==> src/hdl/pwt_pkg.sv <==
package pwt_pkg;

  // byte of a frame that the receiver is expecting
  localparam logic [1:0] PH_ADDR = 2'h0;
  localparam logic [1:0] PH_CMD  = 2'h1;
  localparam logic [1:0] PH_DATA = 2'h2;

  // register addresses carried in the command byte
  localparam logic [3:0] REG_WIPER0 = 4'h0;
  localparam logic [3:0] REG_WIPER1 = 4'h1;
  localparam logic [3:0] REG_TERMINAL_CONTROL_REG   = 4'h4;

  // operations carried in the command byte
  localparam logic [1:0] OP_WRITE = 2'h0;
  localparam logic [1:0] OP_INCR  = 2'h1;
  localparam logic [1:0] OP_DECR  = 2'h2;
  localparam logic [1:0] OP_READ  = 2'h3;

  // command byte field positions
  localparam int CMD_ADDR_HI = 7;
  localparam int CMD_ADDR_LO = 4;
  localparam int CMD_OP_HI   = 3;
  localparam int CMD_OP_LO   = 2;
  localparam int CMD_DATA_HI = 1;

  // terminal-control nibble of each network
  localparam int TC_TERM_B = 0;
  localparam int TC_WIPER  = 1;
  localparam int TC_TERM_A = 2;
  localparam int TC_HW_N   = 3;
  localparam int TC_NIBBLE = 4;

  localparam logic [7:0] TERMINAL_CONTROL_REG_RESET    = 8'hFF;
  localparam int         WIPER_W       = 10;
  localparam logic [9:0] WIPER_RESET_8 = 10'h080;
  localparam logic [9:0] WIPER_RESET_7 = 10'h040;

  // edge after reset at which a0_lat_q takes the synchronised a0, one edge after it first shows the pin level
  localparam logic [1:0] A0_CAPTURE_AT = 2'h3;

  typedef enum logic [4:0] {
    ST_IDLE = 5'h01,
    ST_RX   = 5'h02,
    ST_ACK  = 5'h04,
    ST_TX   = 5'h08,
    ST_MACK = 5'h10
  } pwt_state_t;

endpackage

==> src/hdl/pwt_sync.sv <==
`timescale 1ns/1ps
`default_nettype none
module pwt_sync #(
  parameter int unsigned      W   = 1,
  parameter logic [W-1:0]     RST = '1
) (
  input  wire logic         i_clk,   // system clock
  input  wire logic         i_rst_n, // async reset, active low
  input  wire logic [W-1:0] i_d,     // asynchronous levels
  output logic      [W-1:0] o_q      // synchronised levels
);

  logic [W-1:0] meta_q;

  // the first stage is read only by the second
  always_ff @(posedge i_clk or negedge i_rst_n) begin
    if (!i_rst_n) begin
      meta_q <= RST;
      o_q    <= RST;
    end else begin
      meta_q <= i_d;
      o_q    <= meta_q;
    end
  end

endmodule
`default_nettype wire

==> src/hdl/pwt_pot_ctrl.sv <==
// Notes on behaviour
// - values below full scale select tap N; zero ties wiper to B, no decrement
// - full scale and above tie wiper to A; step rules ignore as listed
// - reset loads every wiper with mid-scale for its resolution
// - terminal-control register holds A, wiper and B connect bits per network
// - shutdown bit low opens terminal A and shorts wiper to B
// - serial interface keeps working during shutdown
// - shutdown overrides connect bits without changing them
// - shutdown never touches wiper values; leaving it restores stored tap
// - each network has its own shutdown bit
// - slave only; master makes SCL, START and STOP
// - SDA is sampled on the rising SCL edge of each received bit
// - SDA change while SCL high is a START or STOP
// - works at SCL rates up to 3.4 MHz
// - never holds SCL low
// - address pin zero is latched once after reset
// - high-voltage input marks the current command as high-voltage
// - address is fixed code then pins two, one, zero; absent pins read 1
// - any STOP returns the interface to idle
// - a START resets the command state machine
`timescale 1ns/1ps
`default_nettype none
module pwt_pot_ctrl #(
  parameter int unsigned NETS     = 2,
  parameter int unsigned BITS     = 8,
  parameter logic [3:0]  DEV_CODE = 4'hA,   // arbitrary value
  parameter logic [2:0]  ADDR_PINS_PRESENT = 3'h7
) (
  input  wire logic              i_clk,                 // 125 MHz clock
  input  wire logic              i_rst_n,               // power-on reset
  input  wire logic              i_scl,                 // serial clock pin
  input  wire logic              i_sda,                 // serial data pin
  output logic                   o_sda_out,             // sda drive level
  output logic                   o_sda_oe,              // sda drive enable
  output logic                   o_scl_oe,              // scl drive enable
  input  wire logic              i_addr_pin_zero,       // address pin 0
  input  wire logic              i_addr_pin_one,        // address pin 1
  input  wire logic              i_addr_pin_two,        // address pin 2
  input  wire logic              i_high_voltage_cmd_in, // hv level seen
  output logic                   o_high_voltage_cmd,    // hv command flag
  output logic [NETS-1:0][BITS:0] o_tap,                // selected tap
  output logic [NETS-1:0]        o_wiper_at_a,          // wiper on A
  output logic [NETS-1:0]        o_wiper_at_b,          // wiper on B
  output logic [NETS-1:0]        o_term_a_conn,         // A switch closed
  output logic [NETS-1:0]        o_wiper_conn,          // W switch closed
  output logic [NETS-1:0]        o_term_b_conn,         // B switch closed
  output logic [NETS-1:0]        o_wiper_b_short,       // W tied to B
  output logic [7:0]             o_terminal_control_reg // terminal_control_reg contents
);

  localparam logic [9:0] FULL = 10'(1 << BITS);
  localparam logic [9:0] WIPER_DEF =
    (BITS == 8) ? pwt_pkg::WIPER_RESET_8 : pwt_pkg::WIPER_RESET_7;

  function automatic logic [9:0] wiper_step(input logic [9:0] v,
                                            input logic       up);
    wiper_step = v;
    if (up && v < FULL) begin
      wiper_step = v + 10'h001;
    end else if (!up && v != 10'h000 && v <= FULL) begin
      wiper_step = v - 10'h001;
    end
  endfunction

  function automatic logic cmd_valid(input logic [3:0] rg,
                                     input logic [1:0] op);
    if (rg == pwt_pkg::REG_WIPER0) begin
      cmd_valid = 1'b1;
    end else if (rg == pwt_pkg::REG_WIPER1) begin
      cmd_valid = (NETS > 1);
    end else if (rg == pwt_pkg::REG_TERMINAL_CONTROL_REG) begin
      cmd_valid = (op == pwt_pkg::OP_WRITE) || (op == pwt_pkg::OP_READ);
    end else begin
      cmd_valid = 1'b0;
    end
  endfunction

  // ---- pin synchronisers and edges
  logic [5:0] sync;
  logic       scl_s, sda_s, scl_p_q, sda_p_q;
  logic       scl_rise, scl_fall, start_det, stop_det;

  pwt_sync #(.W(6), .RST(6'h3F)) u_sync (
    .i_clk   (i_clk),
    .i_rst_n (i_rst_n),
    .i_d     ({i_high_voltage_cmd_in, i_addr_pin_two, i_addr_pin_one,
               i_addr_pin_zero, i_sda, i_scl}),
    .o_q     (sync)
  );

  assign scl_s = sync[0];
  assign sda_s = sync[1];

  always_ff @(posedge i_clk or negedge i_rst_n) begin
    if (!i_rst_n) begin
      scl_p_q <= 1'b1;
      sda_p_q <= 1'b1;
    end else begin
      scl_p_q <= scl_s;
      sda_p_q <= sda_s;
    end
  end

  assign scl_rise  = scl_s & ~scl_p_q;
  assign scl_fall  = ~scl_s & scl_p_q;
  assign start_det = scl_s & scl_p_q & sda_p_q & ~sda_s;
  assign stop_det  = scl_s & scl_p_q & ~sda_p_q & sda_s;

  // ---- address pin zero latched after reset
  logic [1:0] cap_cnt_q;
  logic       a0_lat_q;

  always_ff @(posedge i_clk or negedge i_rst_n) begin
    if (!i_rst_n) begin
      cap_cnt_q <= 2'h0;
      a0_lat_q  <= 1'b1;
    end else if (cap_cnt_q != pwt_pkg::A0_CAPTURE_AT) begin
      cap_cnt_q <= cap_cnt_q + 2'h1;
      if (cap_cnt_q + 2'h1 == pwt_pkg::A0_CAPTURE_AT) begin
        a0_lat_q <= sync[2];
      end
    end
  end

  logic [6:0] my_addr;
  assign my_addr = {DEV_CODE,
                    ADDR_PINS_PRESENT[2] ? sync[4] : 1'b1,
                    ADDR_PINS_PRESENT[1] ? sync[3] : 1'b1,
                    ADDR_PINS_PRESENT[0] ? a0_lat_q : 1'b1};

  // ---- serial state machine
  pwt_pkg::pwt_state_t state_q;
  logic [3:0] bitcnt_q;
  logic [7:0] shift_q;
  logic [1:0] phase_q;
  logic       rw_q;
  logic [3:0] reg_q;
  logic [1:0] hi_q;
  logic       rd_lo_q;
  logic       sda_oe_q;
  logic       hv_q;

  logic [NETS-1:0][9:0] wiper_q;
  logic [7:0]           terminal_control_reg_q;

  logic       rx_done;
  logic [3:0] cmd_reg;
  logic [1:0] cmd_op;
  logic       cmd_ok;
  logic       wr_go, step_go, step_up;
  logic [3:0] tgt_reg;
  logic [9:0] wr_val;
  logic [9:0] rd_val;
  logic [7:0] rd_byte;

  assign rx_done = (state_q == pwt_pkg::ST_RX) && (bitcnt_q == 4'h8)
                   && scl_fall && !start_det && !stop_det;
  assign cmd_reg = shift_q[pwt_pkg::CMD_ADDR_HI:pwt_pkg::CMD_ADDR_LO];
  assign cmd_op  = shift_q[pwt_pkg::CMD_OP_HI:pwt_pkg::CMD_OP_LO];
  assign cmd_ok  = cmd_valid(cmd_reg, cmd_op);

  always_comb begin
    wr_go   = 1'b0;
    step_go = 1'b0;
    step_up = 1'b0;
    tgt_reg = reg_q;
    wr_val  = {hi_q, shift_q};
    if (rx_done && phase_q == pwt_pkg::PH_DATA) begin
      wr_go = 1'b1;
    end else if (rx_done && phase_q == pwt_pkg::PH_CMD && cmd_ok) begin
      tgt_reg = cmd_reg;
      step_go = (cmd_op == pwt_pkg::OP_INCR) ||
                (cmd_op == pwt_pkg::OP_DECR);
      step_up = (cmd_op == pwt_pkg::OP_INCR);
    end
  end

  always_comb begin
    if (reg_q == pwt_pkg::REG_TERMINAL_CONTROL_REG) begin
      rd_val = {2'h0, terminal_control_reg_q};
    end else begin
      rd_val = wiper_q[(NETS > 1) ? int'(reg_q[0]) : 0];
    end
    rd_byte = rd_lo_q ? rd_val[7:0] : {6'h00, rd_val[9:8]};
  end

  // frames keep running whatever the shutdown bits say
  always_ff @(posedge i_clk or negedge i_rst_n) begin
    if (!i_rst_n) begin
      state_q  <= pwt_pkg::ST_IDLE;
      bitcnt_q <= 4'h0;
      shift_q  <= 8'h00;
      phase_q  <= pwt_pkg::PH_ADDR;
      rw_q     <= 1'b0;
      reg_q    <= pwt_pkg::REG_WIPER0;
      hi_q     <= 2'h0;
      rd_lo_q  <= 1'b0;
      sda_oe_q <= 1'b0;
      hv_q     <= 1'b0;
    end else if (start_det) begin
      state_q  <= pwt_pkg::ST_RX;
      bitcnt_q <= 4'h0;
      phase_q  <= pwt_pkg::PH_ADDR;
      sda_oe_q <= 1'b0;
    end else if (stop_det) begin
      state_q  <= pwt_pkg::ST_IDLE;
      sda_oe_q <= 1'b0;
      hv_q     <= 1'b0;
    end else begin
      case (state_q)
        pwt_pkg::ST_RX: begin
          if (scl_rise && bitcnt_q != 4'h8) begin
            shift_q  <= {shift_q[6:0], sda_s};
            bitcnt_q <= bitcnt_q + 4'h1;
          end else if (rx_done) begin
            if (phase_q == pwt_pkg::PH_ADDR) begin
              if (shift_q[7:1] == my_addr) begin
                state_q  <= pwt_pkg::ST_ACK;
                sda_oe_q <= 1'b1;
                rw_q     <= shift_q[0];
                rd_lo_q  <= 1'b0;
                phase_q  <= pwt_pkg::PH_CMD;
              end else begin
                state_q <= pwt_pkg::ST_IDLE;
              end
            end else if (phase_q == pwt_pkg::PH_CMD) begin
              if (cmd_ok) begin
                state_q  <= pwt_pkg::ST_ACK;
                sda_oe_q <= 1'b1;
                reg_q    <= cmd_reg;
                rd_lo_q  <= 1'b0;
                hi_q     <= shift_q[pwt_pkg::CMD_DATA_HI:0];
                hv_q     <= sync[5];
                if (cmd_op == pwt_pkg::OP_WRITE) begin
                  phase_q <= pwt_pkg::PH_DATA;
                end
              end else begin
                state_q <= pwt_pkg::ST_IDLE;
              end
            end else begin
              state_q  <= pwt_pkg::ST_ACK;
              sda_oe_q <= 1'b1;
              phase_q  <= pwt_pkg::PH_CMD;
            end
          end
        end
        pwt_pkg::ST_ACK: begin
          if (scl_fall) begin
            if (rw_q) begin
              state_q  <= pwt_pkg::ST_TX;
              sda_oe_q <= ~rd_byte[7];
              shift_q  <= {rd_byte[6:0], 1'b0};
              bitcnt_q <= 4'h1;
              rd_lo_q  <= ~rd_lo_q;
            end else begin
              state_q  <= pwt_pkg::ST_RX;
              sda_oe_q <= 1'b0;
              bitcnt_q <= 4'h0;
            end
          end
        end
        pwt_pkg::ST_TX: begin
          if (scl_fall) begin
            if (bitcnt_q == 4'h8) begin
              state_q  <= pwt_pkg::ST_MACK;
              sda_oe_q <= 1'b0;
            end else begin
              sda_oe_q <= ~shift_q[7];
              shift_q  <= {shift_q[6:0], 1'b0};
              bitcnt_q <= bitcnt_q + 4'h1;
            end
          end
        end
        pwt_pkg::ST_MACK: begin
          if (scl_rise) begin
            state_q <= sda_s ? pwt_pkg::ST_IDLE : pwt_pkg::ST_ACK;
          end
        end
        default: begin
          state_q  <= pwt_pkg::ST_IDLE;
          sda_oe_q <= 1'b0;
        end
      endcase
    end
  end

  // ---- wiper and terminal-control storage
  always_ff @(posedge i_clk or negedge i_rst_n) begin
    if (!i_rst_n) begin
      terminal_control_reg_q <= pwt_pkg::TERMINAL_CONTROL_REG_RESET;
    end else if (wr_go && tgt_reg == pwt_pkg::REG_TERMINAL_CONTROL_REG) begin
      terminal_control_reg_q <= wr_val[7:0];
    end
  end

  genvar n;
  generate
    for (n = 0; n < NETS; n = n + 1) begin : g_net
      localparam int B = n * pwt_pkg::TC_NIBBLE;
      logic hw_n;
      assign hw_n = terminal_control_reg_q[B + pwt_pkg::TC_HW_N];

      // shutdown has no path into the stored wiper value
      always_ff @(posedge i_clk or negedge i_rst_n) begin
        if (!i_rst_n) begin
          wiper_q[n] <= WIPER_DEF;
        end else if (wr_go && tgt_reg == 4'(n)) begin
          wiper_q[n] <= wr_val;
        end else if (step_go && tgt_reg == 4'(n)) begin
          wiper_q[n] <= wiper_step(wiper_q[n], step_up);
        end
      end

      always_ff @(posedge i_clk or negedge i_rst_n) begin
        if (!i_rst_n) begin
          o_tap[n]           <= '0;
          o_wiper_at_a[n]    <= 1'b0;
          o_wiper_at_b[n]    <= 1'b0;
          o_term_a_conn[n]   <= 1'b0;
          o_wiper_conn[n]    <= 1'b0;
          o_term_b_conn[n]   <= 1'b0;
          o_wiper_b_short[n] <= 1'b0;
        end else begin
          if (wiper_q[n] >= FULL) begin
            o_tap[n]        <= FULL[BITS:0];
            o_wiper_at_a[n] <= 1'b1;
            o_wiper_at_b[n] <= 1'b0;
          end else begin
            o_tap[n]        <= wiper_q[n][BITS:0];
            o_wiper_at_a[n] <= 1'b0;
            o_wiper_at_b[n] <= (wiper_q[n] == 10'h000);
          end
          o_term_a_conn[n]   <= hw_n & terminal_control_reg_q[B + pwt_pkg::TC_TERM_A];
          o_wiper_conn[n]    <= ~hw_n | terminal_control_reg_q[B + pwt_pkg::TC_WIPER];
          o_term_b_conn[n]   <= ~hw_n | terminal_control_reg_q[B + pwt_pkg::TC_TERM_B];
          o_wiper_b_short[n] <= ~hw_n;
        end
      end
    end
  endgenerate

  // ---- pin outputs; scl is never driven
  always_ff @(posedge i_clk or negedge i_rst_n) begin
    if (!i_rst_n) begin
      o_sda_out              <= 1'b0;
      o_sda_oe               <= 1'b0;
      o_scl_oe               <= 1'b0;
      o_high_voltage_cmd     <= 1'b0;
      o_terminal_control_reg <= pwt_pkg::TERMINAL_CONTROL_REG_RESET;
    end else begin
      o_sda_out              <= 1'b0;
      o_sda_oe               <= sda_oe_q;
      o_scl_oe               <= 1'b0;
      o_high_voltage_cmd     <= hv_q;
      o_terminal_control_reg <= terminal_control_reg_q;
    end
  end
endmodule
`default_nettype wire

==> config.mk <==
export PLATFORM = sky130hd
export DESIGN_NAME = pwt_pot_ctrl
export DESIGN_NICKNAME = d
export VERILOG_FILES = /design/src/hdl/pwt_pkg.sv /design/src/hdl/pwt_sync.sv /design/src/hdl/pwt_pot_ctrl.sv
export SDC_FILE = /design/constraint.sdc
export NUM_CORES = 1
export LEC_CHECK = 0
export BUFFER_PORTS_ARGS = -buffer_cell sky130_fd_sc_hd__buf_2
export CORE_UTILIZATION = 50
export DETAILED_ROUTE_END_ITERATION = 10
export GPL_TIMING_DRIVEN = 0
export MAX_ROUTING_LAYER = met4
export PLACE_DENSITY = 0.78
export SYNTH_ARGS = -nofsm -noshare
export SYNTH_HDL_FRONTEND = slang
export SYNTH_HIERARCHICAL = 1
export SYNTH_SLANG_ARGS = --single-unit
==> constraint.sdc <==
create_clock -name i_clk -period 3.6 [get_ports i_clk]
set_input_delay 0.72 -clock i_clk [delete_from_list [all_inputs] [get_ports i_clk]]
set_output_delay 0.72 -clock i_clk [all_outputs]
set_load 0.005 [all_outputs]
==> results of run 1 <==
## cell families (layout without fill, tap and decap cells)
group           Yosys count  after routing  share of synthesized area
simple gates            210            210                      0.188
compound gates          120            120                      0.142
mux                      33             33                     0.0646
other cells               1              2                   0.000641
fa+ha+maj                24             24                     0.0539
flops                   112            112                      0.487
buf+inv                  45            108                     0.0325
xor+xnor                 21             21                     0.0314
## metal layers
metal,track usage,routed length (um),vias up
met1,0.322,6150,2294
met4,0.127,413,0
met2,0.389,6480,172
met3,0.0447,871,32
li1,-,-,2153
met5,-,0,-
## placed cells by master (no fill, tap or decap), drive strengths merged, types with 3 or more instances in the layout
master and count:
nor4 13, nand2b 12, nand4 5, or3 3, nor3 14, mux2i 13, o21ai 34, dfrtp 78
xor2 11, o211ai 12, or4 5, bufinv 3, ha 22, o22ai 5, nand3 26, a211oi 5
dfstp 34, inv 23, nand2 42, or2 4, a21oi 23, clkbuf 21, nor2 48, nor2b 10
a21o 6, o21a 6, a32oi 6, and2 17, buf 58, mux2 18, xnor2 10
## worst max path at each step
stage,cells after the start,endpoint,from
CTS,13,wiper_q[9],shift_q[3]
finish,12,wiper_q[19],shift_q[2]
detailed placement,13,wiper_q[9],shift_q[2]
global route,13,wiper_q[19],bitcnt_q[0]
global placement,13,wiper_q[9],shift_q[2]
floorplan,13,wiper_q[9],shift_q[2]
## what timing repair did
| action | in CTS | in global routing |
|---|---|---|
| endpoints found under the setup margin | 10 | 5 |
| pin swaps | 0 | 0 |
| resized for setup | 7 | 9 |
| hold endpoints to repair | 0 | 0 |
## area by class of cell
cell class | instances | area (um2)
Clock inverter | 7 | 119
Timing Repair Buffer | 48 | 265
Buffer | 22 | 106
Multi-Input combinational cell | 410 | 2850
Tap cell | 143 | 179
Inverter | 22 | 82.6
Clock buffer | 9 | 225
Fill cell | 981 | 4740
Sequential cell | 112 | 2850
## worst max-delay path, cell delays in order (launching register included)
cell,delay (ps)
sky130_fd_sc_hd__dfrtp_2,480
sky130_fd_sc_hd__inv_1,120
sky130_fd_sc_hd__ha_1,360
sky130_fd_sc_hd__o21ai_2,240
sky130_fd_sc_hd__nand3_2,190
sky130_fd_sc_hd__nor2_4,190
sky130_fd_sc_hd__nand2_2,180
sky130_fd_sc_hd__ha_1,310
sky130_fd_sc_hd__or4_1,520
sky130_fd_sc_hd__o22ai_1,250
sky130_fd_sc_hd__o21ai_0,170
sky130_fd_sc_hd__xor2_1,180
sky130_fd_sc_hd__o21ai_0,170
## power by group through the flow
stage                     Sequential, mW  Combinational [mW]  Clock (mW)
after detailed placement            1.31              0.0534           0
after floorplan                     1.30              0.0166           0
after CTS                           1.28              0.0533        1.16
after global routing                1.28              0.0603        1.21
final                               1.28              0.0518        1.14
after global placement              1.30              0.0479           0
==> results.txt, run 1 <==
----------------------------------------------------
[Outcome]
  Result of the run ... complete, no violations

[STA]
  Slew of the pin with the lowest slew margin ... between 1000 and 1500 ps
  Pins Over Slew Limit ... 0
  Worst clock skew on the final layout ... around 5.6 ps
  Worst max-slew margin expressed relative to the limit ... 0.207
  Final critical path time including I/O delays and setup ... 3460 ps
  Unrepaired setup endpoints after global routing ... false
  Setup total negative slack ... 0 ps
  Total count of hold-check failures in the final report ... 0
  Final critical-path share of the clock period ... 0.960
  Upper clock frequency limit ... just under 300 MHz
  Final Setup Violations ... 0
  Worst hold slack ... 356 ps
  Final worst setup slack ... ~140 ps

[Hold path]
  Capture endpoint of the worst hold path ... u_sync/o_q[2]
  Hold_sp ... u_sync/meta_q[2]
  Worst Hold Path Cells ... 0
  Path type of the worst min-delay path ... reg2reg

[Final layout]
  Number of nets in the finished design ... between 600 and 700
  Post-route cell area ... about 0.0067 mm2
  Register with the most flip-flops ... wiper_q
  Number of flip-flops in the largest register ... 20
  Area added between synthesis and finish ... 14.2%
  Top flop regs ... wiper_q (20), o_tap (18)
  Layout cell share with drive strength beyond 1 ... 0.246
  Post-layout instance count excluding filler cells ... roughly 770
  Diode insertion count for antenna repair ... 0
  Final core utilization ... 0.585

[Placement]
  Pre-CTS worst setup slack ... -357 ps
  Placed wire-length estimate ... between 9 and 10 mm
  Area of placed instances ... 0.00630 mm2
  Placer Congestion ... roughly 0.96
  Number of placed instances with taps included ... ~760
  Port-buffer cells ... 47

[CTS]
  Number of buffers created by CTS ... 9
  Post-cts hold buffer count ... 0
  Clock-pin slew reported for the worst setup and hold paths after clock tree synthesis ... roughly 70 ps
  CTS Root Cell ... sky130_fd_sc_hd__clkbuf_16
  Max H-tree Level ... 3
  Clock Sink Count ... 112
  Clock tree from TritonCTS ... built
  Worst-Skew Late Latency ... between 300 and 400 ps
  Max clock buf depth ... 2
  Setup Buffers After CTS ... 0

[Power]
  Power per Cell Area ... about 370 mW/mm2
  Reg power frac ... 0.518
  Comb power frac ... 0.021
  Cell-internal power ... between 1.5 and 2 mW
  Share of power burned in the clock network ... 0.461
  Switching power summed over all nets ... 502 uW
  Total design power ... ~2.5 mW
  Peak supply drop ... approximately 260 uV
  Leakage ... 2.92 nW
  Net switching fraction of the power ... 0.203

[Setup path]
  Endpoint kind of the worst setup timing path ... register
  Startpoint types ... register
  Required time at the worst-slack endpoint ... about 3900 ps
  Register-to-Register Path Depth ... 12
  Signal arrival time at the worst endpoint ... about 3700 ps
  Crit Reg-Reg Endpoint ... wiper_q[19]
  Worst flop-to-flop path startpoint ... shift_q[2]
  Setup slack on the worst flop-to-flop path ... 140 ps
  WS Path Type ... reg2reg
  Crit Path Max Fanout ... 9

[Run]
  Max_cap viols ... 0

[Global routing]
  Residual overflow from global routing ... 0
  Overall track demand over capacity in global routing ... 0.253
  Via count of the first global-routing pass ... 4506
  Wire length of the first global-routing pass ... ~22 mm
  Pin count of the biggest net entering global routing ... between 50 and 60
  Number of antenna violations at the first check in global routing ... 0

[Route]
  Number of nets still failing antenna checks after routing ... 0
  Drt first-iter violations ... 354
  Detailed-route wire length per cell ... between 15 and 20 um
  First-pass DRT Iterations ... 5
  Routed vias ... 4651
  Via density per instance ... approximately 6
  DRC ... 0
  Total length of routed wires ... roughly 14 mm

[Die]
  Die height ... 110 um
  Initial cell density of the core ... 0.512
  Overall die width ... ~110 um
  Core Region ... 0.0114 mm2
  Row count ... 39
  Area of the die ... between 0.01 and 0.015 mm2
  IO Count ... 50

[Yosys]
  Synthesized cell area ... approximately 0.0058 mm2
  Average footprint of a synthesized cell ... roughly 10 um2
  Count leader, synth ... sky130_fd_sc_hd__dfrtp_1
  Leading post-synthesis cells by cell area ... sky130_fd_sc_hd__dfrtp_1 (33%), sky130_fd_sc_hd__dfstp_2 (15%), sky130_fd_sc_hd__ha_1 (4.7%)
  Top post-synthesis cells by count ... sky130_fd_sc_hd__dfrtp_1 (78), sky130_fd_sc_hd__nor2_1 (47), sky130_fd_sc_hd__nand2_1 (42)
  Count of flip-flops with a built-in enable after synthesis ... 0
  Synthesized flop and latch total ... about 110
  Post-synthesis instance total ... 566
  Biggest area consumer among synthesized cells ... sky130_fd_sc_hd__dfrtp_1
  Top-area cell type share of the netlist area ... 0.334
  Post-synthesis sequential area ratio ... 0.487
  Distinct cell type count of the synthesized netlist ... between 70 and 80
  Leading register cell type out of synthesis ... sky130_fd_sc_hd__dfrtp_1
  Yosys warning count ... 6
  Asr flop ratio synth ... 1.00

----------------------------------------------------
No activity file was read; power rests on OpenSTA's default activity.
==> run 2: changes to the inputs <==
--- a/config.mk
+++ b/config.mk
@@ -6,11 +6,13 @@
 export NUM_CORES = 1
 export LEC_CHECK = 0
 export BUFFER_PORTS_ARGS = -buffer_cell sky130_fd_sc_hd__buf_2
-export CORE_UTILIZATION = 50
+export CELL_PAD_IN_SITES_DETAIL_PLACEMENT = 0
+export CELL_PAD_IN_SITES_GLOBAL_PLACEMENT = 1
+export CORE_UTILIZATION = 47
 export DETAILED_ROUTE_END_ITERATION = 10
 export GPL_TIMING_DRIVEN = 0
 export MAX_ROUTING_LAYER = met4
-export PLACE_DENSITY = 0.78
+export PLACE_DENSITY = 0.88
 export SYNTH_ARGS = -nofsm -noshare
 export SYNTH_HDL_FRONTEND = slang
 export SYNTH_HIERARCHICAL = 1
==> constraint.sdc (replaced) <==
create_clock -name i_clk -period 3.6 [get_ports i_clk]
set_input_delay 0.18 -clock i_clk [delete_from_list [all_inputs] [get_ports i_clk]]
set_output_delay 0.18 -clock i_clk [all_outputs]
set_load 0.005 [all_outputs]
==> run 2 against run 1 <==
  * Clock-buffer cell count up 2
  * Routed wire length down 0.82%
  * Worst hold slack worse by 2.8 ps
  * Sequential power about the same
  * First-iteration DRC count down 9.9%
  * Combinational power up 9.8%
  * Non-clock buffer count up 7
  * Critical path type unchanged
  * Largest power group unchanged
==> results.txt, run 2 (synthesis gave the netlist of run 1 again) <==
----------------------------------------------------
[Route]
  First-pass DRT Iterations ... 5 (unchanged)
  Detailed-route wire length per cell ... 17.1 um (was 18.0 um)
  Via density per instance ... 5.71 (was 6.02)
  DRC ... 0 (unchanged)
  Drt first-iter violations ... 319 (was 354)
  Routed vias ... 4597 (was 4651)
  Number of nets still failing antenna checks after routing ... 0 (unchanged)
  Total length of routed wires ... 13.8 mm (was 13.9 mm)

[STA]
  Worst hold slack ... 353 ps (was 356 ps)
  Slew of the pin with the lowest slew margin ... 1220 ps (was 1170 ps)
  Final worst setup slack ... 207 ps (was 144 ps)
  Worst max-slew margin expressed relative to the limit ... 0.177 (was 0.207)
  Final critical path time including I/O delays and setup ... 3390 ps (was 3460 ps)
  Pins Over Slew Limit ... 0 (unchanged)
  Upper clock frequency limit ... 295 MHz (was 289 MHz)
  Total count of hold-check failures in the final report ... 0 (unchanged)
  Final Setup Violations ... 0 (unchanged)
  Unrepaired setup endpoints after global routing ... false (unchanged)
  Final critical-path share of the clock period ... 0.943 (was 0.960)
  Worst clock skew on the final layout ... 8.05 ps (was 5.55 ps)

[Placement]
  Placer Congestion ... 0.899 (was 0.958)
  Placed wire-length estimate ... 9.98 mm (was 9.93 mm)
  Pre-CTS worst setup slack ... -410 ps (was -357 ps)
  Port-buffer cells ... 47 (unchanged)

[Hold path]
  Path type of the worst min-delay path ... in2async (was reg2reg)

[Die]
  Die height ... 114 um (was 110 um)
  Overall die width ... 114 um (was 110 um)
  Row count ... 40 (was 39)
  Area of the die ... 0.0129 mm2 (was 0.0121 mm2)
  IO Count ... 50 (unchanged)
  Core Region ... 0.0121 mm2 (was 0.0114 mm2)
  Initial cell density of the core ... 0.485 (was 0.512)

[Global routing]
  Pin count of the biggest net entering global routing ... 69 (was 59)
  Residual overflow from global routing ... 0 (unchanged)
  Via count of the first global-routing pass ... 4436 (was 4506)
  Number of antenna violations at the first check in global routing ... 0 (unchanged)
  Wire length of the first global-routing pass ... 22.4 mm (was 22.2 mm)
  Overall track demand over capacity in global routing ... 0.233 (was 0.253)

[Setup path]
  Worst flop-to-flop path startpoint ... scl_p_q (was shift_q[2])
  Setup slack on the worst flop-to-flop path ... 210 ps (was 140 ps)
  Endpoint kind of the worst setup timing path ... register (unchanged)
  Crit Path Max Fanout ... 10 (was 9)
  Crit Reg-Reg Endpoint ... wiper_q[9] (was wiper_q[19])
  WS Path Type ... reg2reg (unchanged)
  Required time at the worst-slack endpoint ... 3880 ps (was 3870 ps)
  Signal arrival time at the worst endpoint ... 3680 ps (was 3730 ps)
  Startpoint types ... register (unchanged)
  Register-to-Register Path Depth ... 12 (unchanged)

[Final layout]
  Area taken by multi-input logic gates ... 0.00285 mm2 (about the same)
  Sequential cell area in the final layout ... 0.00285 mm2 (about the same)
  Diode insertion count for antenna repair ... 0 (unchanged)
  Most frequent standard cell in the layout excluding fill and tap cells ... sky130_fd_sc_hd__dfrtp_1 (unchanged)
  Top library cells by usage in the layout, fill and taps aside ... sky130_fd_sc_hd__dfrtp_1 (77), sky130_fd_sc_hd__buf_2 (50), sky130_fd_sc_hd__nor2_1 (46) (was sky130_fd_sc_hd__dfrtp_1 (76), sky130_fd_sc_hd__buf_2 (50), sky130_fd_sc_hd__nor2_1 (46))
  Number of flip-flops in the largest register ... 20 (unchanged)
  Register with the most flip-flops ... wiper_q (unchanged)
  Layout cell share with drive strength beyond 1 ... 0.240 (was 0.246)
  Area added between synthesis and finish ... 15.3% (was 14.2%)
  Top flop regs ... wiper_q (20), o_tap (18) (unchanged)
  Number of nets in the finished design ... 664 (was 657)
  Number of filler cells placed in the layout ... 1074 (was 981)

[Power]
  Peak supply drop ... 210 uV (was 261 uV)
  Power per Cell Area ... 354 mW/mm2 (was 371 mW/mm2)
  Leakage ... 2.94 nW (was 2.92 nW)

[CTS]
  Max clock buf depth ... 2 (unchanged)
  Max H-tree Level ... 3 (unchanged)
  Setup Buffers After CTS ... 0 (unchanged)
  CTS Root Cell ... sky130_fd_sc_hd__clkbuf_16 (unchanged)
  Clock-pin slew reported for the worst setup and hold paths after clock tree synthesis ... 70 ps (about the same)
  Clock tree from TritonCTS ... built (unchanged)
  Worst-Skew Late Latency ... 360 ps (about the same)
  Number of buffers created by CTS ... 9 (unchanged)
  Clock Sink Count ... 112 (unchanged)

[Run]
  Max_cap viols ... 0 (unchanged)

[Outcome]
  Result of the run ... complete, no violations (unchanged)

----------------------------------------------------
-- run 2: cell types whose count changed in the layout (fill, tap and decap cells not counted) --
| cell | delta |
|---|---|
| sky130_fd_sc_hd__buf_4 | -1 |
| sky130_fd_sc_hd__bufinv_16 | -2 |
| sky130_fd_sc_hd__clkbuf_4 | +1 |
| sky130_fd_sc_hd__clkbuf_8 | +2 |
| sky130_fd_sc_hd__clkinv_4 | +1 |
| sky130_fd_sc_hd__clkinvlp_4 | -2 |
| sky130_fd_sc_hd__dfrtp_1 | +1 |
| sky130_fd_sc_hd__dfrtp_2 | -1 |
| sky130_fd_sc_hd__dlygate4sd3_1 | +7 |
| sky130_fd_sc_hd__inv_6 | +1 |
| sky130_fd_sc_hd__nor2b_1 | +1 |
| sky130_fd_sc_hd__nor2b_2 | -1 |
-- run 2: what timing repair did --
item                                    CTS  global route
gates resized for setup                   5             8
endpoints found under the hold margin    41             0
pin swaps                                 0             0
endpoints found under the setup margin    8             8
hold buffers                              7             0
-- run 2: layer usage --
metal  vias up  wire [um]  global-route usage
li1       2166          -                   -
met1      2247       6280               0.308
met2       161       6390               0.361
met3        23        859              0.0457
met4         0        256              0.0763
met5         -          0                   -
-- run 2: cell type report --
class / count / share of cell area
Clock inverter: 5 / 0.00909
Inverter: 22 / 0.0122
Sequential cell: 112 / 0.422
Clock buffer: 11 / 0.0375
Tap cell: 168 / 0.0312
Buffer: 22 / 0.0158
Timing Repair Buffer: 55 / 0.0497
Multi-Input combinational cell: 410 / 0.422
-- run 2: how the worst max path moves through the flow --
| stage | startpoint | to | cells past startpoint |
|---|---|---|---|
| CTS | bitcnt_q[0] | wiper_q[9] | 14 |
| global route | bitcnt_q[0] | wiper_q[9] | 14 |
| global placement | shift_q[2] | wiper_q[9] | 13 |
| finish | scl_p_q | wiper_q[9] | 12 |
| floorplan | shift_q[2] | wiper_q[9] | 13 |
| detailed placement | shift_q[2] | wiper_q[9] | 13 |
-- run 2: through the flow --
step | cell area [um2] | instances | util | total power [mW] | TNS (ps)
4_1_cts | 6720 | 805 | 0.557 | 2.40 | 0
6_report | 6740 | 805 | 0.559 | 2.39 | 0
3_5_place_dp | 6330 | 783 | 0.525 | 1.36 | -1280
5_1_grt | 6740 | 805 | 0.559 | 2.46 | 0
2_1_floorplan | 5850 | 567 | - | 1.32 | 0
3_3_place_gp | 6300 | 782 | 0.522 | 1.35 | -560
-- run 2: worst max-delay path: stages, from the launching register on --
cell,delay [ps]
sky130_fd_sc_hd__dfstp_2,540
sky130_fd_sc_hd__nor2b_1,320
sky130_fd_sc_hd__nand4_2,250
sky130_fd_sc_hd__clkbuf_4,270
sky130_fd_sc_hd__nor2_4,170
sky130_fd_sc_hd__nand2_4,130
sky130_fd_sc_hd__ha_1,360
sky130_fd_sc_hd__a211oi_1,270
sky130_fd_sc_hd__nor2_1,120
sky130_fd_sc_hd__o311a_1,340
sky130_fd_sc_hd__a31oi_1,230
sky130_fd_sc_hd__o2111ai_1,150
sky130_fd_sc_hd__o21ai_2,160
-- run 2: power breakdown --
part           switching, mW  internal (mW)  total (mW)  leakage, nW
logic                 0.0370         0.0199      0.0569         1.40
clock network          0.467          0.583        1.05        0.157
registers            0.00653           1.28        1.28         1.39
==> run 3: changes to the inputs <==
--- a/config.mk
+++ b/config.mk
@@ -7,12 +7,12 @@
 export LEC_CHECK = 0
 export BUFFER_PORTS_ARGS = -buffer_cell sky130_fd_sc_hd__buf_2
 export CELL_PAD_IN_SITES_DETAIL_PLACEMENT = 0
-export CELL_PAD_IN_SITES_GLOBAL_PLACEMENT = 1
-export CORE_UTILIZATION = 47
+export CELL_PAD_IN_SITES_GLOBAL_PLACEMENT = 2
+export CORE_UTILIZATION = 39
 export DETAILED_ROUTE_END_ITERATION = 10
 export GPL_TIMING_DRIVEN = 0
 export MAX_ROUTING_LAYER = met4
-export PLACE_DENSITY = 0.88
+export PLACE_DENSITY = 0.89
 export SYNTH_ARGS = -nofsm -noshare
 export SYNTH_HDL_FRONTEND = slang
 export SYNTH_HIERARCHICAL = 1
==> constraint.sdc (replaced) <==
create_clock -name i_clk -period 3.6 [get_ports i_clk]
set_input_delay 0.36 -clock i_clk [delete_from_list [all_inputs] [get_ports i_clk]]
set_output_delay 0.36 -clock i_clk [all_outputs]
set_load 0.005 [all_outputs]
==> run 3 against run 2 <==
  * Worst hold slack lost 280 ps
  * Largest power group unchanged
  * Power shrank 1.7%
  * Routed wire length grew 4.7%
  * Final cell count grew 1.1%
  * Clock power is essentially flat
  * Clock skew shrank 2.3 ps
==> results.txt, run 3 (synthesis gave the netlist of run 1 again) <==
----------------------------------------------------
[Outcome]
  Result of the run ... complete, no violations (unchanged)

[CTS]
  Clock tree from TritonCTS ... built (unchanged)
  Setup Buffers After CTS ... 0 (unchanged)
  Number of buffers created by CTS ... 9 (unchanged)
  Clock Sink Count ... 112 (unchanged)
  Max H-tree Level ... 3 (unchanged)
  Max clock buf depth ... 2 (unchanged)
  Clock-pin slew reported for the worst setup and hold paths after clock tree synthesis ... 70 ps (about the same)
  Worst-Skew Late Latency ... 350 ps (was 360 ps)
  CTS Root Cell ... sky130_fd_sc_hd__clkbuf_16 (unchanged)

[Die]
  Die height ... 124 um (was 114 um)
  Core Region ... 0.0146 mm2 (was 0.0121 mm2)
  Overall die width ... 124 um (was 114 um)
  IO Count ... 50 (unchanged)
  Area of the die ... 0.0155 mm2 (was 0.0129 mm2)
  Initial cell density of the core ... 0.401 (was 0.485)
  Row count ... 44 (was 40)

[Route]
  Detailed-route wire length per cell ... 17.7 um (was 17.1 um)
  Number of nets still failing antenna checks after routing ... 0 (unchanged)
  Via density per instance ... 5.53 (was 5.71)
  Routed vias ... 4505 (was 4597)
  DRC ... 0 (unchanged)
  Total length of routed wires ... 14.4 mm (was 13.8 mm)
  Drt first-iter violations ... 370 (was 319)
  First-pass DRT Iterations ... 5 (unchanged)

[Global routing]
  Pin count of the biggest net entering global routing ... 60 (was 69)
  Via count of the first global-routing pass ... 4510 (was 4436)
  Number of antenna violations at the first check in global routing ... 0 (unchanged)
  Residual overflow from global routing ... 0 (unchanged)
  Overall track demand over capacity in global routing ... 0.203 (was 0.233)
  Wire length of the first global-routing pass ... 24.3 mm (was 22.4 mm)

[Setup path]
  Crit Reg-Reg Endpoint ... wiper_q[9] (unchanged)
  Required time at the worst-slack endpoint ... 3880 ps (about the same)
  Worst flop-to-flop path startpoint ... shift_q[3] (was scl_p_q)
  Register-to-Register Path Depth ... 13 (was 12)
  Signal arrival time at the worst endpoint ... 3720 ps (was 3680 ps)
  Endpoint kind of the worst setup timing path ... register (unchanged)
  WS Path Type ... reg2reg (unchanged)
  Startpoint types ... register (unchanged)
  Crit Path Max Fanout ... 10 (unchanged)
  Setup slack on the worst flop-to-flop path ... 150 ps (was 210 ps)

[Final layout]
  Number of filler cells placed in the layout ... 1394 (was 1074)
  Post-layout instance count excluding filler cells ... 814 (was 805)
  Area taken by multi-input logic gates ... 0.00286 mm2 (was 0.00285 mm2)
  Post-route cell area ... 0.00669 mm2 (was 0.00674 mm2)
  Area added between synthesis and finish ... 14.4% (was 15.3%)
  Register with the most flip-flops ... wiper_q (unchanged)
  Top library cells by usage in the layout, fill and taps aside ... sky130_fd_sc_hd__dfrtp_1 (77), sky130_fd_sc_hd__buf_2 (50), sky130_fd_sc_hd__nor2_1 (46) (unchanged)
  Top flop regs ... wiper_q (20), o_tap (18) (unchanged)
  Sequential cell area in the final layout ... 0.00285 mm2 (unchanged)
  Number of flip-flops in the largest register ... 20 (unchanged)
  Most frequent standard cell in the layout excluding fill and tap cells ... sky130_fd_sc_hd__dfrtp_1 (unchanged)
  Final core utilization ... 0.459 (was 0.559)
  Diode insertion count for antenna repair ... 0 (unchanged)
  Number of nets in the finished design ... 657 (was 664)
  Layout cell share with drive strength beyond 1 ... 0.240 (about the same)

[STA]
  Pins Over Slew Limit ... 0 (unchanged)
  Final Setup Violations ... 0 (unchanged)
  Upper clock frequency limit ... 290 MHz (was 295 MHz)
  Total count of hold-check failures in the final report ... 0 (unchanged)
  Setup total negative slack ... 0 ps (unchanged)
  Final critical-path share of the clock period ... 0.958 (was 0.943)
  Unrepaired setup endpoints after global routing ... false (unchanged)
  Slew of the pin with the lowest slew margin ... 881 ps (was 1220 ps)
  Worst clock skew on the final layout ... 5.71 ps (was 8.05 ps)
  Worst max-slew margin expressed relative to the limit ... 0.396 (was 0.177)
  Final critical path time including I/O delays and setup ... 3450 ps (was 3390 ps)

[Power]
  Power per Cell Area ... 351 mW/mm2 (was 354 mW/mm2)
  Leakage ... 2.90 nW (was 2.94 nW)
  Switching power summed over all nets ... 493 uW (was 511 uW)
  Net switching fraction of the power ... 0.210 (was 0.214)
  Cell-internal power ... 1.86 mW (was 1.88 mW)
  Comb power frac ... 0.022 (was 0.024)
  Reg power frac ... 0.546 (was 0.537)
  Peak supply drop ... 196 uV (was 210 uV)
  Share of power burned in the clock network ... 0.432 (was 0.440)

[Placement]
  Port-buffer cells ... 47 (unchanged)
  Area of placed instances ... 0.00635 mm2 (was 0.00633 mm2)
  Placed wire-length estimate ... 10.4 mm (was 9.98 mm)
  Placer Congestion ... 0.889 (was 0.899)
  Number of placed instances with taps included ... 799 (was 783)

[Run]
  Max_cap viols ... 0 (unchanged)

[Hold path]
  Path type of the worst min-delay path ... in2async (unchanged)

----------------------------------------------------
## run 3: worst max path at each step
stage                 from          to  slack, ps
6_report        shift_q[3]  wiper_q[9]        150
5_1_grt         shift_q[3]  wiper_q[9]          7
4_1_cts        bitcnt_q[0]  wiper_q[9]         20
3_5_place_dp    shift_q[2]  wiper_q[9]       -370
3_3_place_gp    shift_q[2]  wiper_q[9]       -320
2_1_floorplan   shift_q[2]  wiper_q[9]        400
## run 3: power by group through the flow
stage	combinational, mW	clock, mW	sequential [mW]
global route	0.0590	1.10	1.28
global placement	0.0483	0	1.30
floorplan	0.0166	0	1.30
detailed placement	0.0538	0	1.31
finish	0.0513	1.02	1.28
CTS	0.0537	1.04	1.28
## run 3: worst max-delay path, cell delays in order (launching register included)
cell	delay (ps)
sky130_fd_sc_hd__dfrtp_1	450
sky130_fd_sc_hd__inv_1	230
sky130_fd_sc_hd__ha_1	310
sky130_fd_sc_hd__o21ai_2	210
sky130_fd_sc_hd__nand3_2	190
sky130_fd_sc_hd__nor2_4	200
sky130_fd_sc_hd__nand2_4	130
sky130_fd_sc_hd__ha_1	370
sky130_fd_sc_hd__a211oi_1	270
sky130_fd_sc_hd__nor2_1	120
sky130_fd_sc_hd__o311a_1	340
sky130_fd_sc_hd__a31oi_1	220
sky130_fd_sc_hd__o2111ai_1	150
sky130_fd_sc_hd__o21ai_2	160
## run 3: cell type report
cell class              instances  area share
clock buffers                  13      0.0374
repair buffers                 48      0.0396
flip-flops and latches        112       0.425
well taps                     184      0.0344
plain buffers                  22      0.0159
inverters                      22      0.0123
clock inverters                 3     0.00711
multi-input cells             410       0.428
## run 3: layer usage
| layer | routed length, um | vias to the layer above | global-route usage |
|---|---|---|---|
| met5 | 0 | - | - |
| li1 | - | 2142 | - |
| met1 | 6790 | 2203 | 0.282 |
| met3 | 773 | 18 | 0.0314 |
| met2 | 6620 | 142 | 0.302 |
| met4 | 246 | 0 | 0.0695 |
## run 3: stage by stage
stage	total power [mW]	hold WS (ps)	setup WS, ps
floorplan	1.32	64.4	397
global placement	1.35	347	-318
detailed placement	1.36	347	-366
CTS	2.38	86.5	21.7
global route	2.44	83.2	6.72
finish	2.35	72.0	153
## run 3: what timing repair did
action                                  CTS  global route
endpoints found under the setup margin   10             6
hold buffers                              0             0
gates resized for setup                   7             8
